### src/logic/stc_defs.svh
`ifndef STC_DEFS_SVH
`define STC_DEFS_SVH
// register byte addresses on the avalon bus
`define STC_ADDR_COUNT_LOW 4'h0
`define STC_ADDR_COUNT_HIGH 4'h4
`define STC_ADDR_CONTROL 4'h8
`define STC_ADDR_STATUS 4'hc
// interrupt write-one clear and enable, then port view and oscillator mode
`define STC_ADDR_IRQ_CLEAR 5'h10
`define STC_ADDR_IRQ_ENABLE 5'h14
`define STC_ADDR_PORT 5'h18
`define STC_ADDR_SYSOSC 5'h1c
// control field positions
`define STC_CTL_ON 0
`define STC_CTL_CS 1
`define STC_CTL_SYNCDIS 2
`define STC_CTL_OSCEN 3
`define STC_CTL_PS_LO 4
`define STC_CTL_PS_HI 5
`define STC_CTL_RESET 8'h00
// system oscillator modes that allow the crystal as counter clock
`define STC_SYSOSC_LP 3'h0
`define STC_SYSOSC_INTIO 3'h4
// crystal oscillator nominal rate in hz
`define STC_XTAL_HZ 32768
`endif

### src/logic/stc_pkg.sv
package stc_pkg;
  // edge arming state of counting mode
  typedef enum logic [1:0] {
    STC_ARM_WAIT_LOW,
    STC_ARM_READY,
    STC_ARM_IDLE
  } stc_arm_t;
endpackage

### src/logic/stc_prescale.sv
`timescale 1ns/10ps
`default_nettype none
// prescaler: divides increment requests by 1, 2, 4 or 8
module stc_prescale (
  input wire logic clk,
  input wire logic resetn,
  input wire logic tick_in,
  input wire logic clear,
  input wire logic [1:0] ratio,
  output logic tick_out
);
  // hidden prescale count, never visible to software
  typedef struct packed {
    logic [2:0] cnt_r;
  } stc_ps_state_t;
  stc_ps_state_t st_r;
  stc_ps_state_t st_nxt;
  logic [2:0] mask;

  // [RL15] code to ratio
  // mask of count bits that must all be one to pass a tick
  always_comb begin
    case (ratio)
      2'h3: mask = 3'h7; // divide by 8
      2'h2: mask = 3'h3; // divide by 4
      2'h1: mask = 3'h1; // divide by 2
      default: mask = 3'h0; // divide by 1
    endcase
  end

  assign tick_out = tick_in && !clear && ((st_r.cnt_r & mask) == mask);

  // next count, cleared on any counter write
  always_comb begin
    st_nxt = st_r;
    if (clear) begin
      st_nxt.cnt_r = 3'h0;
    end else if (tick_in) begin
      st_nxt.cnt_r = tick_out ? 3'h0 : 3'(st_r.cnt_r + 3'h1);
    end
  end

  always_ff @(posedge clk or negedge resetn) begin
    if (!resetn) begin
      st_r <= '0;
    end else begin
      st_r <= st_nxt;
    end
  end
endmodule
`default_nettype wire

### src/logic/stc_timer.sv
// Overview of operation
// [RL1] 16-bit up counter, byte writes load directly
// [RL2] clock source bit picks fosc/4 or external
// [RL3] internal rate is fosc/4 over prescale
// [RL4] external mode counts external pin rising edges
// [RL5] rising edge needs prior falling edge seen
// [RL6] prescaler divides by 1, 2, 4, 8
// [RL7] prescaler hidden, cleared on counter byte write
// [RL8] oscillator enable starts crystal, runs in sleep
// [RL9] crystal only allowed in lp or intosc modes
// [RL10] crystal forces shared pins input, reads fixed
// [RL11] software waits crystal start-up before enabling
// [RL12] sync disable counts without phase synchronisation
// [RL13] async external counting runs in sleep, wakes
// [RL14] sync mode switches may lose or add one
// [RL15] prescale code 11=8, 10=4, 01=2, 00=1
// [RL16] rollover ffff to 0000 sets flag
// [RL17] cleared on bit freezes counter value
//
// Chosen here: the register offsets and the Avalon-MM slave port.
`timescale 1ns/10ps
`default_nettype none
`include "stc_defs.svh"
module stc_timer (
  input wire logic clk,
  input wire logic resetn,
  // avalon-mm slave
  input wire logic [4:0] avs_address,
  input wire logic avs_read,
  input wire logic avs_write,
  input wire logic [31:0] avs_writedata,
  input wire logic [3:0] avs_byteenable,
  output logic [31:0] avs_readdata,
  output logic avs_waitrequest,
  // chip context
  input wire logic sleep_mode,
  input wire logic [2:0] sys_osc_mode,
  input wire logic external_clock_pin,
  input wire logic low_power_crystal_clock,
  input wire logic [1:0] port_dir_in,
  input wire logic [1:0] port_data_in,
  // outputs
  output logic crystal_osc_run,
  output logic [1:0] port_force_input,
  output logic irq,
  output logic wake
);
  // all state of the block except the prescale count, which lives in u_ps
  typedef struct packed {
    logic [15:0] count_r;
    logic [7:0] ctl_r;
    logic rollover_flag_r;
    logic irq_en_r;
    logic [31:0] rdata_r;
    logic ack_r;
    logic [1:0] pin_meta_r;
    logic [1:0] pin_sync_r;
    logic [1:0] xtal_meta_r;
    logic [1:0] xtal_sync_r;
    logic prev_src_r;
    stc_pkg::stc_arm_t arm_r;
  } stc_state_t;
  stc_state_t st_r;
  stc_state_t st_nxt;

  logic timer_on; // control bit decodes
  logic clock_source_select;
  logic sync_disable;
  logic crystal_osc_enable;
  logic [1:0] prescale_select;
  logic xtal_ok; // crystal legal in this oscillator mode
  logic src_level; // selected external level
  logic src_rise; // qualified rising edge
  logic src_now; // level on the tap in use
  logic src_fall; // falling edge on that tap
  logic raw_tick; // increment request before prescaler
  logic ps_tick; // increment after prescaler
  logic cnt_write; // either counter byte written
  logic wr_acc; // write accepted
  logic rd_acc; // read accepted
  logic [31:0] rd_mux; // read value

  // address compare used only by the counter write decode, the read mux uses a case
  function automatic logic hit(input logic [4:0] a, input logic [4:0] r);
    hit = (a == r);
  endfunction

  assign timer_on = st_r.ctl_r[`STC_CTL_ON];
  assign clock_source_select = st_r.ctl_r[`STC_CTL_CS];
  assign sync_disable = st_r.ctl_r[`STC_CTL_SYNCDIS];
  assign crystal_osc_enable = st_r.ctl_r[`STC_CTL_OSCEN];
  assign prescale_select = st_r.ctl_r[`STC_CTL_PS_HI:`STC_CTL_PS_LO];

  // [RL9] crystal gated by mode
  assign xtal_ok = crystal_osc_enable &&
    (sys_osc_mode == `STC_SYSOSC_LP || sys_osc_mode == `STC_SYSOSC_INTIO);
  // [RL8] crystal start output
  assign crystal_osc_run = xtal_ok;
  // [RL10] shared pins forced input
  assign port_force_input = {2{xtal_ok}};

  // external source level, from second synchroniser stage only
  assign src_level = xtal_ok ? st_r.xtal_sync_r[1] : st_r.pin_sync_r[1];
  // [RL12] sync disable uses earlier tap
  // async path always samples the pin, one stage earlier than the synchronised pin path, so a
  // mode change can drop or repeat one edge
  // [RL14] one step may slip
  // note: single clock design, both taps are already double-flopped
  assign src_now = sync_disable ? st_r.pin_sync_r[0] : src_level;
  // only a fall seen while on arms, a low level alone does not
  assign src_fall = !src_now && st_r.prev_src_r;
  assign src_rise = sync_disable ?
    (st_r.pin_sync_r[0] && !st_r.prev_src_r) :
    (src_level && !st_r.prev_src_r);

  // [RL2] clock source mux
  // [RL3] internal tick each cycle
  // [RL13] sleep halts only sync ticks
  always_comb begin
    if (!clock_source_select) begin
      raw_tick = !sleep_mode; // clk stands for fosc/4
    end else begin
      // [RL4] external rising edge
      raw_tick = src_rise && st_r.arm_r == stc_pkg::STC_ARM_READY &&
                 (sync_disable || !sleep_mode);
    end
  end

  assign wr_acc = avs_write;
  assign rd_acc = avs_read;
  // accepted write only, not the answer cycle of the same request
  assign cnt_write = wr_acc && !st_r.ack_r && avs_byteenable[0] &&
    (hit(avs_address, 5'(`STC_ADDR_COUNT_LOW)) ||
     hit(avs_address, 5'(`STC_ADDR_COUNT_HIGH)));

  // [RL6] prescaler instance
  // [RL7] cleared on counter write
  stc_prescale u_ps (
    .clk(clk),
    .resetn(resetn),
    .tick_in(raw_tick && timer_on),
    .clear(cnt_write),
    .ratio(prescale_select),
    .tick_out(ps_tick)
  );

  // read mux, reserved bits zero
  always_comb begin
    rd_mux = 32'h0;
    case (avs_address)
      5'(`STC_ADDR_COUNT_LOW): rd_mux[7:0] = st_r.count_r[7:0];
      5'(`STC_ADDR_COUNT_HIGH): rd_mux[7:0] = st_r.count_r[15:8];
      5'(`STC_ADDR_CONTROL): rd_mux[7:0] = st_r.ctl_r;
      5'(`STC_ADDR_STATUS): rd_mux[0] = st_r.rollover_flag_r;
      `STC_ADDR_IRQ_ENABLE: rd_mux[0] = st_r.irq_en_r;
      // [RL10] dir reads 1, data reads 0
      `STC_ADDR_PORT: begin
        rd_mux[1:0] = xtal_ok ? 2'h0 : port_data_in;
        rd_mux[9:8] = xtal_ok ? 2'h3 : port_dir_in;
      end
      `STC_ADDR_SYSOSC: rd_mux[2:0] = sys_osc_mode;
      default: rd_mux = 32'h0;
    endcase
  end

  // next state
  always_comb begin
    st_nxt = st_r;
    st_nxt.ack_r = 1'b0;
    // four flops on each outside level, two meta then two sync
    st_nxt.pin_meta_r = {st_r.pin_meta_r[0], external_clock_pin};
    st_nxt.pin_sync_r = {st_r.pin_sync_r[0], st_r.pin_meta_r[1]};
    st_nxt.xtal_meta_r = {st_r.xtal_meta_r[0], low_power_crystal_clock};
    st_nxt.xtal_sync_r = {st_r.xtal_sync_r[0], st_r.xtal_meta_r[1]};
    st_nxt.prev_src_r = src_now;
    // [RL5] arm only after low seen
    case (st_r.arm_r)
      stc_pkg::STC_ARM_WAIT_LOW: begin
        // enabling with the pin already low still needs a fall
        if (timer_on && src_fall) begin
          st_nxt.arm_r = stc_pkg::STC_ARM_READY;
        end
      end
      stc_pkg::STC_ARM_READY: begin
        // [RL5] disable rearms
        if (!timer_on) begin
          st_nxt.arm_r = stc_pkg::STC_ARM_WAIT_LOW;
        end
      end
      default: st_nxt.arm_r = stc_pkg::STC_ARM_WAIT_LOW;
    endcase
    // [RL17] hold while off
    // [RL16] wrap and flag
    if (ps_tick) begin
      st_nxt.count_r = 16'(st_r.count_r + 16'h1);
      if (st_r.count_r == 16'hffff) begin
        st_nxt.rollover_flag_r = 1'b1;
      end
    end
    if (rd_acc && !st_r.ack_r) begin
      st_nxt.rdata_r = rd_mux;
      st_nxt.ack_r = 1'b1;
    end
    if (wr_acc && !st_r.ack_r) begin
      st_nxt.ack_r = 1'b1;
      if (avs_byteenable[0]) begin
        case (avs_address)
          // [RL1] direct byte load
          5'(`STC_ADDR_COUNT_LOW): begin
            st_nxt.count_r[7:0] = avs_writedata[7:0];
            st_nxt.arm_r = stc_pkg::STC_ARM_WAIT_LOW;
          end
          5'(`STC_ADDR_COUNT_HIGH): begin
            st_nxt.count_r[15:8] = avs_writedata[7:0];
            st_nxt.arm_r = stc_pkg::STC_ARM_WAIT_LOW;
          end
          5'(`STC_ADDR_CONTROL): st_nxt.ctl_r = avs_writedata[7:0];
          // hardware set wins over software clear
          `STC_ADDR_IRQ_CLEAR: begin
            if (avs_writedata[0] && !(ps_tick && st_r.count_r == 16'hffff))
            begin
              st_nxt.rollover_flag_r = 1'b0;
            end
          end
          `STC_ADDR_IRQ_ENABLE: st_nxt.irq_en_r = avs_writedata[0];
          default: st_nxt.ack_r = 1'b1; // unmapped or read-only: ignored
        endcase
      end
    end
  end

  // one cycle wait, then answer
  assign avs_waitrequest = (avs_read || avs_write) && !st_r.ack_r;
  assign avs_readdata = st_r.rdata_r;
  // [RL13] rollover interrupt and wake
  assign irq = st_r.rollover_flag_r && st_r.irq_en_r;
  assign wake = irq && sleep_mode;

  always_ff @(posedge clk or negedge resetn) begin
    if (!resetn) begin
      st_r <= '0;
      st_r.ctl_r <= `STC_CTL_RESET;
      st_r.arm_r <= stc_pkg::STC_ARM_WAIT_LOW;
    end else begin
      st_r <= st_nxt;
    end
  end
endmodule
`default_nettype wire

### config.mk
export PLATFORM = sky130hd
export DESIGN_NAME = stc_timer
export DESIGN_NICKNAME = d
export VERILOG_FILES = /design/src/logic/stc_pkg.sv /design/src/logic/stc_prescale.sv /design/src/logic/stc_timer.sv
export VERILOG_INCLUDE_DIRS = /design/src /design/src/logic
export SDC_FILE = /design/constraint.sdc
export NUM_CORES = 1
export LEC_CHECK = 0
export BUFFER_PORTS_ARGS = -buffer_cell sky130_fd_sc_hd__buf_2
export CELL_PAD_IN_SITES_DETAIL_PLACEMENT = 0
export CELL_PAD_IN_SITES_GLOBAL_PLACEMENT = 1
export CORE_MARGIN = 2
export CORE_UTILIZATION = 38
export DETAILED_ROUTE_END_ITERATION = 6
export GPL_ROUTABILITY_DRIVEN = 0
export GPL_TIMING_DRIVEN = 0
export PLACE_DENSITY = 0.91
export SETUP_SLACK_MARGIN = 0.3
export SLEW_MARGIN = 20
export SYNTH_ARGS = -nofsm -noshare
export SYNTH_HDL_FRONTEND = slang
export SYNTH_SLANG_ARGS = --single-unit
export TNS_END_PERCENT = 50
### constraint.sdc
create_clock -name clk -period 2.7 [get_ports clk]
set_input_delay 0.27 -clock clk [delete_from_list [all_inputs] [get_ports clk]]
set_output_delay 0.27 -clock clk [all_outputs]
set_load 0.02 [all_outputs]
==> run summary, run 1 <==
The flow ran to the end, and the final reports show no timing, DRC or antenna violations. Number of buffer and inverter instances along the worst setup path: 1. The average footprint of a synthesized cell is 9.28 sq um.

Entering global routing, the biggest net connects 29 pins. CTS built an H-tree with a depth of 2. Yosys printed 0 warnings. Compared with the post-synthesis result, the final layout area differs by 20.9%. Ranked by total cell area, the synthesized netlist is headed by sky130_fd_sc_hd__dfrtp_1 43%, sky130_fd_sc_hd__buf_4 8.7%, sky130_fd_sc_hd__o21ai_0 4.8%.

For this run, the leading register cell type out of synthesis is sky130_fd_sc_hd__dfrtp_1. Global routing finished with a remaining overflow of 0. The latest clock arrival within the worst-skew pair was 0.31 ns; the post-detailed-routing wire length was 7070 microns.

At the end of the flow, the number of nets in the layout was 449. The clock sink count was 51; the placeable core area was 7610 sq um. Counting I/O delays and the setup requirement, the final critical path takes 2.32 ns. After routing, the total negative slack on setup checks comes to 0 ns. Following the worst setup path forward leads to its endpoint at st_r[57]$_DFF_PN0_. For the count of nets left with antenna violations after detail routing, the log shows 0. Synthesis handed over a netlist of 317 instances.

The peak per-stage delay on the critical path was 0.45 ns. The run gives 93 as the number of ports placed on the die boundary. Net switching is 34.5% of the power. The tools report the number of unique standard cell types used by synthesis as 50. For the share of power burned in the clock network, the log shows 24.9%.

The tools report the start point of the critical path as st_r[48]$_DFFE_PN0P_. Chip height: 92 microns. Walking the worst path, the cells encountered are nor2b_4 > o41a_1 > buf_4 > nor4_2 > a31oi_1 > a221o_1. The summed instance area of the synthesized netlist came out at 2940 sq um. The worst setup path is captured at a flop.

The startpoint of the worst register-to-register path was st_r[48]$_DFFE_PN0P_. The worst setup path is launched from a flop. The count of input and output buffers came out at 41. TritonCTS built the clock tree. The floorplan step defined a die boundary enclosing 8460 sq um.

Dividing the detail-routed wire length by the instance count gives 14.3 microns. For the sequential fraction of design power, the log shows 50.6%. In this run the clock root is driven by a sky130_fd_sc_hd__clkbuf_8. Counting flops with an async set or reset pin after synthesis yields a share of 100%. Slowest cell on the critical path: sky130_fd_sc_hd__dfrtp_2. Using the TritonRoute via totals, the vias-per-cell ratio works out to 5.17. Maximum VDD drop: 0.243 mV. The internal portion of the total power is 1240 uW. In this run the worst path has a maximum fanout of 5. For the number of setup violations in the final report, the log shows 0. Summing over every cut layer, the via total after detailed routing is 2558. The placed wire-length estimate after detailed placement is 5350 microns, and the initial antenna violation count is 0. The most area-hungry cell type in the Yosys netlist was sky130_fd_sc_hd__dfrtp_1. The period utilization is 86.0%, and the ratio of cells with drive above 1 in the final layout is 27.7%. At the pin with the least slew margin, the transition time is 0.852 ns. The flip-flop and latch count after synthesis works out to 51. Max-cap violations in this run came to 0.

In this run the number of cells on the critical path is 6. The initialized floorplan defines 32 standard-cell rows. For this run, the top clock speed supported by timing is 431 MHz. The first global-routing pass estimated 11500 microns of wire. The data required time of the critical path was 2.90 ns.

In this run the critical register-to-register path is captured at st_r[57]$_DFF_PN0_. In this run the power density over the cells is 534 nW/um^2. Setup repair after global routing left no endpoint under its margin. The total routing usage reported by global routing was 16.8%. Across the routed clock network, the largest skew measured is 0.00536 ns. The final max-slew violation count was 0. The setup path with the least slack is of type reg2reg.

The number of flops mapped to enable cells by yosys was 0; the register area share after synthesis was 43.4%. The number of antenna diodes in the final layout is 0. The via count of the first global-routing pass is 2363, and the total count of hold-check failures in the final report is 0. The finished layout holds 495 standard cells, fillers aside. For this configuration, the core starts out at a cell density of 38.7%.

The relative max-transition margin is 42.8%, and the core utilization of the finished layout is 46.8%. Summed over all nets, the switching power comes to 654 uW. Clock-pin slew was measured on the worst setup and hold paths at 0.10 ns. The top cell type by area accounts for 43.4% of the synthesized area. The worst reg-to-reg setup slack is 0.38 ns, and the area of combinational cells with multiple inputs is 1460 sq um. For the total of fill cells in the finished design, the log shows 749. Summed over all cells, the static leakage comes to 0.00164 uW. The min-delay analysis places its worst path in the category in2reg.

The kind of cell adding the most delay to the critical path was compound AO/OA/AOI/OAI gates. In this run, the number of DRC markers left after iteration 0 of detailed routing was 209. After detailed routing, the number of remaining DRC violations is 0. The part of the power in combinational logic is 24.6%, and the horizontal die dimension is 92 microns. The first detailed-routing pass took 4 iterations. For the flip-flop and latch area, the log shows 1280 sq um. The logs give 483 for the number of instances in the placed design and 5 for the clock buffer count from CTS. No sink is reached through more buffers than the 2 on the longest clock path. The logic depth of the worst register-to-register path was 6.

At the worst endpoint, the arrival time is 2.52 ns.
-- synth_stat cells, drive strengths merged (6+ instances only) --
cell    instances
a31oi          15
nand4           6
nor2           31
o21ai          28
or3             7
nand3           6
nand2          29
nand2b          6
buf            40
inv             9
o31ai           6
dfrtp          51
a22o            6
mux2i           9
mux2            7
-- flip-flops by register name, indices dropped and copies added, names as in the netlist --
signal               flops
clock_source_select      1
prescale_select          2
u_ps.st_r                3
st_r                    28
st_nxt                   6
avs_readdata            10
crystal_osc_enable       1
-- per-layer routing --
metal	global-route usage (%)	part of all wire, %	vias up
met5	0	0	-
met4	4.98	2.0	0
met3	2.47	6.3	13
met2	28.1	49	88
met1	22.7	43	1207
li1	-	-	1250
-- worst min path at each step --
| stage | depth (start not counted) | to | from | slack, ns |
|---|---|---|---|---|
| 3_5_place_dp | 1 | st_r[11]$_DFF_PN0_ | resetn | 0.29 |
| 4_1_cts | 1 | st_nxt[10]$_DFF_PN0_ | external_clock_pin | 0.05 |
| 2_1_floorplan | 0 | avs_readdata[0]$_DFFE_PN0P_ | resetn | -0.03 |
| 3_3_place_gp | 0 | st_nxt[4]$_DFF_PN0_ | st_nxt[3]$_DFF_PN0_ | 0.33 |
| 5_1_grt | 1 | st_nxt[10]$_DFF_PN0_ | external_clock_pin | 0.04 |
| 6_report | 1 | st_nxt[10]$_DFF_PN0_ | external_clock_pin | 0.05 |
-- final cells by class --
| cell class | count | share of cell area (%) |
|---|---|---|
| multi-input combinational | 234 | 40.9 |
| sequential | 51 | 35.9 |
| buffer | 45 | 8.65 |
| timing repair buffer | 46 | 7.24 |
| tap | 102 | 3.59 |
| clock buffer | 5 | 1.93 |
| inverter | 9 | 0.949 |
| clock inverter | 3 | 0.809 |
-- cell usage in the layout, fill, tap and decap left out, types with 2 or more instances in the layout --
master,n
sky130_fd_sc_hd__dfrtp_1,50
sky130_fd_sc_hd__buf_2,44
sky130_fd_sc_hd__buf_4,37
sky130_fd_sc_hd__nor2_1,30
sky130_fd_sc_hd__nand2_1,29
sky130_fd_sc_hd__o21ai_0,28
sky130_fd_sc_hd__conb_1,23
sky130_fd_sc_hd__a31oi_1,15
sky130_fd_sc_hd__inv_1,9
sky130_fd_sc_hd__mux2i_1,9
sky130_fd_sc_hd__or3_1,7
sky130_fd_sc_hd__mux2_2,7
sky130_fd_sc_hd__nand2b_1,6
sky130_fd_sc_hd__nand3_1,6
sky130_fd_sc_hd__o31ai_1,6
sky130_fd_sc_hd__nand4_1,6
sky130_fd_sc_hd__a22o_1,6
sky130_fd_sc_hd__clkbuf_1,5
sky130_fd_sc_hd__clkbuf_8,5
sky130_fd_sc_hd__or4_1,4
sky130_fd_sc_hd__and3_1,4
sky130_fd_sc_hd__a21oi_1,4
sky130_fd_sc_hd__nor3_1,3
sky130_fd_sc_hd__and2_1,3
sky130_fd_sc_hd__a221o_1,3
sky130_fd_sc_hd__and4_1,2
sky130_fd_sc_hd__buf_1,2
sky130_fd_sc_hd__a21boi_0,2
sky130_fd_sc_hd__nor4_1,2
sky130_fd_sc_hd__nand4b_1,2
sky130_fd_sc_hd__nor3_2,2
sky130_fd_sc_hd__nor3b_1,2
sky130_fd_sc_hd__ha_1,2
sky130_fd_sc_hd__clkinv_4,2
-- cell families after synthesis --
kind of cell,count (synthesis),synth area share [%]
other,1,0.127
adders and majority gates,2,0.850
and+or+nand+nor,119,21.4
muxes,17,6.51
AOI/OAI and AO/OA,73,16.4
buffers and inverters,54,11.4
DFF,51,43.4
-- repair_timing --
item                       in CTS  in global routing
setup endpoints to repair       3                 14
buffers inserted                0                  3
resized for setup               2                  8
hold buffers                    1                  0
hold endpoints to repair       23                  0
pin swaps                       0                  2
-- through the flow --
stage	power (uW)	worst slack, ns	instance area [sq um]	hold slack, ns
after global routing	2000	0.325	3560	0.0411
after detailed placement	1410	0.172	3380	0.293
final	1900	0.378	3560	0.0548
after global placement	1390	0.203	3360	0.332
after CTS	1880	0.276	3500	0.0512
after floorplan	1260	0.566	3030	-0.0256
-- power by group through the flow --
stage	logic, uW	registers, uW	clock network, uW
2_1_floorplan	325	931	0
5_1_grt	514	979	506
6_report	466	960	472
3_5_place_dp	440	972	0
4_1_cts	447	957	477
3_3_place_gp	423	968	0
(Power assumes the default switching activity.)
==> run 2, diff against run 1 <==
CORE_ASPECT_RATIO = 0.5   (was unset)
==> run summary, run 2 (same netlist as run 1, synthesis figures left out) <==
For the largest net degree at the start of global routing, the log shows 52 (+79%). The average wire per cell in the routed design was 15.7 microns (+9.6%); the count of input and output buffers was 41 (unchanged). Relative to the synthesized area, the layout overhead comes to 22.0%. The peak per-stage delay on the critical path is 0.59 ns (+0.14 ns).

The count of nets left with antenna violations after detail routing is 0 (unchanged), and the detailed route wirelength on metal2 is 3380 microns (-2.6%). The run gives 93 (unchanged) as the number of ports placed on the die boundary. The tools report the number of design rule violations left after detail routing as 0 (unchanged).

The run gives 22 (-31%) as the cell row count. The highest metal layer carrying signal wires in the routed design is met4. Number of vias per cell: 5.31 (+2.7%). Category of the critical setup timing path: reg2reg. The flip-flop and latch area was 1280 sq um (unchanged); the total die area was 8510 sq um (+0.50%). The run gives 0 (unchanged) as the number of max-cap violations. The tools report the placed wire-length estimate after detailed placement as 5430 microns (+1.5%). Data required time of the critical path: 2.90 ns (about the same).

The run gives 2 (unchanged) as the deepest clock path buffer count. The placeable core area is 7400 sq um (-2.7%), and the total power of the final layout is 2180 uW (+15%). The tools report the core utilization of the finished layout as 48.5% (+1.7 points). For the total of fill cells in the finished design, the log shows 692 (-7.6%). Period utilization: 87.3% (+1.3 points). The violation count after the first detailed-route iteration is 213 (+1.9%).

Leading cell type in the layout, fill and taps excluded: sky130_fd_sc_hd__dfrtp_1. The top cell types in the final layout, fill and taps aside, are 50 x sky130_fd_sc_hd__dfrtp_1, 43 x sky130_fd_sc_hd__buf_2, 36 x sky130_fd_sc_hd__buf_4, 30 x sky130_fd_sc_hd__nor2_1, 29 x sky130_fd_sc_hd__nand2_1. The via count of the first global-routing pass is 2241 (-5.2%), and the aggregate negative setup slack is 0 ns (unchanged).

Arrival time of data at the critical path endpoint: 2.56 ns (+0.04 ns). TritonCTS built the clock tree. The number of flip-flops under the largest register name was 28 (unchanged). The sum of overflow across all layers after global routing was 0 (unchanged); the peak fanout along the critical path was 10 (+5). The run gives 0 (unchanged) as the total count of hold-check failures in the final report. The start point of the critical path is st_r[48]$_DFFE_PN0P_. The register containing the most flip-flops in the final layout is st_r. Number of hold buffers added after cts: 0 (-1). The chip height is 66.2 microns (-28%), and the initial antenna violation count is 0 (unchanged). The final critical-path required period was 2.36 ns (+0.0352 ns); the number of nets at the end of the flow was 445 (-0.89%). The maximum level of the CTS H-tree is 2 (unchanged), and the latest clock arrival within the worst-skew pair is 0.29 ns (-0.02 ns). The horizontal die dimension was 128 microns (+40%); the number of setup violations in the final report was 0 (unchanged). The overall via count from detail_route was 2573 (+0.59%); the wire length on met1 was 3360 microns (+11%). The slew at the pin closest to its max-slew limit is 0.780 ns (-0.0719 ns), and the maximum achievable frequency is 424 MHz (-1.5%). Walking the worst path, the cells encountered are nor2b_1 > o41a_1 > or4_4 > buf_6 > or3_1 > a31oi_1. Logic depth of the worst register-to-register path: 6 (unchanged).

In this run the worst hold path is classified as in2async. On the critical path, the stage with the largest delay is an instance of sky130_fd_sc_hd__or4_4. The clock buffer count from CTS came out at 5 (unchanged). Setup repair after global routing could not meet its margin everywhere. The root buffer selected by CTS was sky130_fd_sc_hd__clkbuf_16. The tools report the maximum VDD drop as 0.273 mV (+12%).

In this run the critical register-to-register path is launched from st_r[48]$_DFFE_PN0P_. The logs give 7600 microns (+7.4%) for the post-detailed-routing wire length and 0.00382 ns (-0.00154 ns) for the clock skew. The final antenna diode count is 0 (unchanged). The endpoint class of the critical path is a flop.

The clock transition time at the flip-flop clock pins of the worst setup and hold paths is 0.07 ns (-0.03 ns), and the total routing usage reported by global routing is 18.2% (+1.4 points). Power per standard cell area: 608 nW/um^2 (+14%). The tools report the final max-slew violation count as 0 (unchanged). The clock sink count was 51 (unchanged); the area of combinational cells with multiple inputs was 1460 sq um (+0.34%). The tools report the first-pass GRT wire length as 11900 microns (+3.2%). The run gives 0.00166 uW (+1.3%) as the leakage component of the power. The effective utilization at floorplan is 39.7% (+1.1 points). The worst setup path is launched from a flop. The run finished with clean final reports. The total met3 wirelength after detailed routing is 746 microns (+67%), and the ratio of cells with drive above 1 in the final layout is 27.2% (-0.49 points). The first-pass iteration count of the detailed router is 5 (+1). The relative max-transition margin is 47.6% (+4.8 points).
==> run 2: path summary, 6_finish.rpt <==
path / end / slack [ns]
worst min-delay path: st_r[58]$_DFF_PN0_ / 0.02
min in group clk: st_nxt[6]$_DFF_PN0_ / 0.09
worst max register to register: st_r[64]$_DFF_PN0_ / 0.34
max in group asynchronous: st_r[48]$_DFFE_PN0P_ / 2.22
worst max-delay path: st_r[64]$_DFF_PN0_ / 0.34
worst min register to register: st_nxt[8]$_DFF_PN0_ / 0.35
==> run 2: through the flow <==
stage                     area, sq um  worst slack (ns)  cells  hold slack, ns
after floorplan                  3030             0.566    339         -0.0256
after global placement           3350             0.188    476           0.332
after detailed placement         3360             0.197    476           0.335
after CTS                        3560             0.292    484          0.0422
after global routing             3590             0.272    485          0.0665
final                            3590             0.343    485          0.0150
==> run 2: critical path: cells and delay by family (launching register included) <==
family          cells  cell delay (ns)
buf+inv             1             0.18
flops               1             0.44
compound gates      2             0.57
simple gates        3             1.09
==> run 2: where the power goes <==
group / internal [uW] / switching [uW] / leakage (uW) / total [uW]
sequential: 851 / 114 / 0.000644 / 965
combinational: 196 / 285 / 0.000931 / 480
clock: 461 / 275 / 0.0000868 / 736
==> run 2: final cells by class <==
cell class                      count  area share (%)
Clock inverter                      2           0.976
Sequential cell                    51            35.6
Multi-Input combinational cell    234            40.7
Timing Repair Buffer               42            6.00
Buffer                             45            8.57
Clock buffer                        6            3.87
Tap cell                           96            3.35
Inverter                            9           0.941
==> run 2: per-layer routing <==
layer	GRT usage, %	vias to the layer above
met4	6.32	0
met2	27.7	126
li1	-	1241
met3	2.91	10
met5	0	-
met1	26.2	1196
==> run 2: repair_timing <==
item,4_1_cts,5_1_grt
resized for setup,4,6
setup endpoints to repair,3,14
buffers inserted,0,1
pin swaps,0,2
hold endpoints to repair,0,0
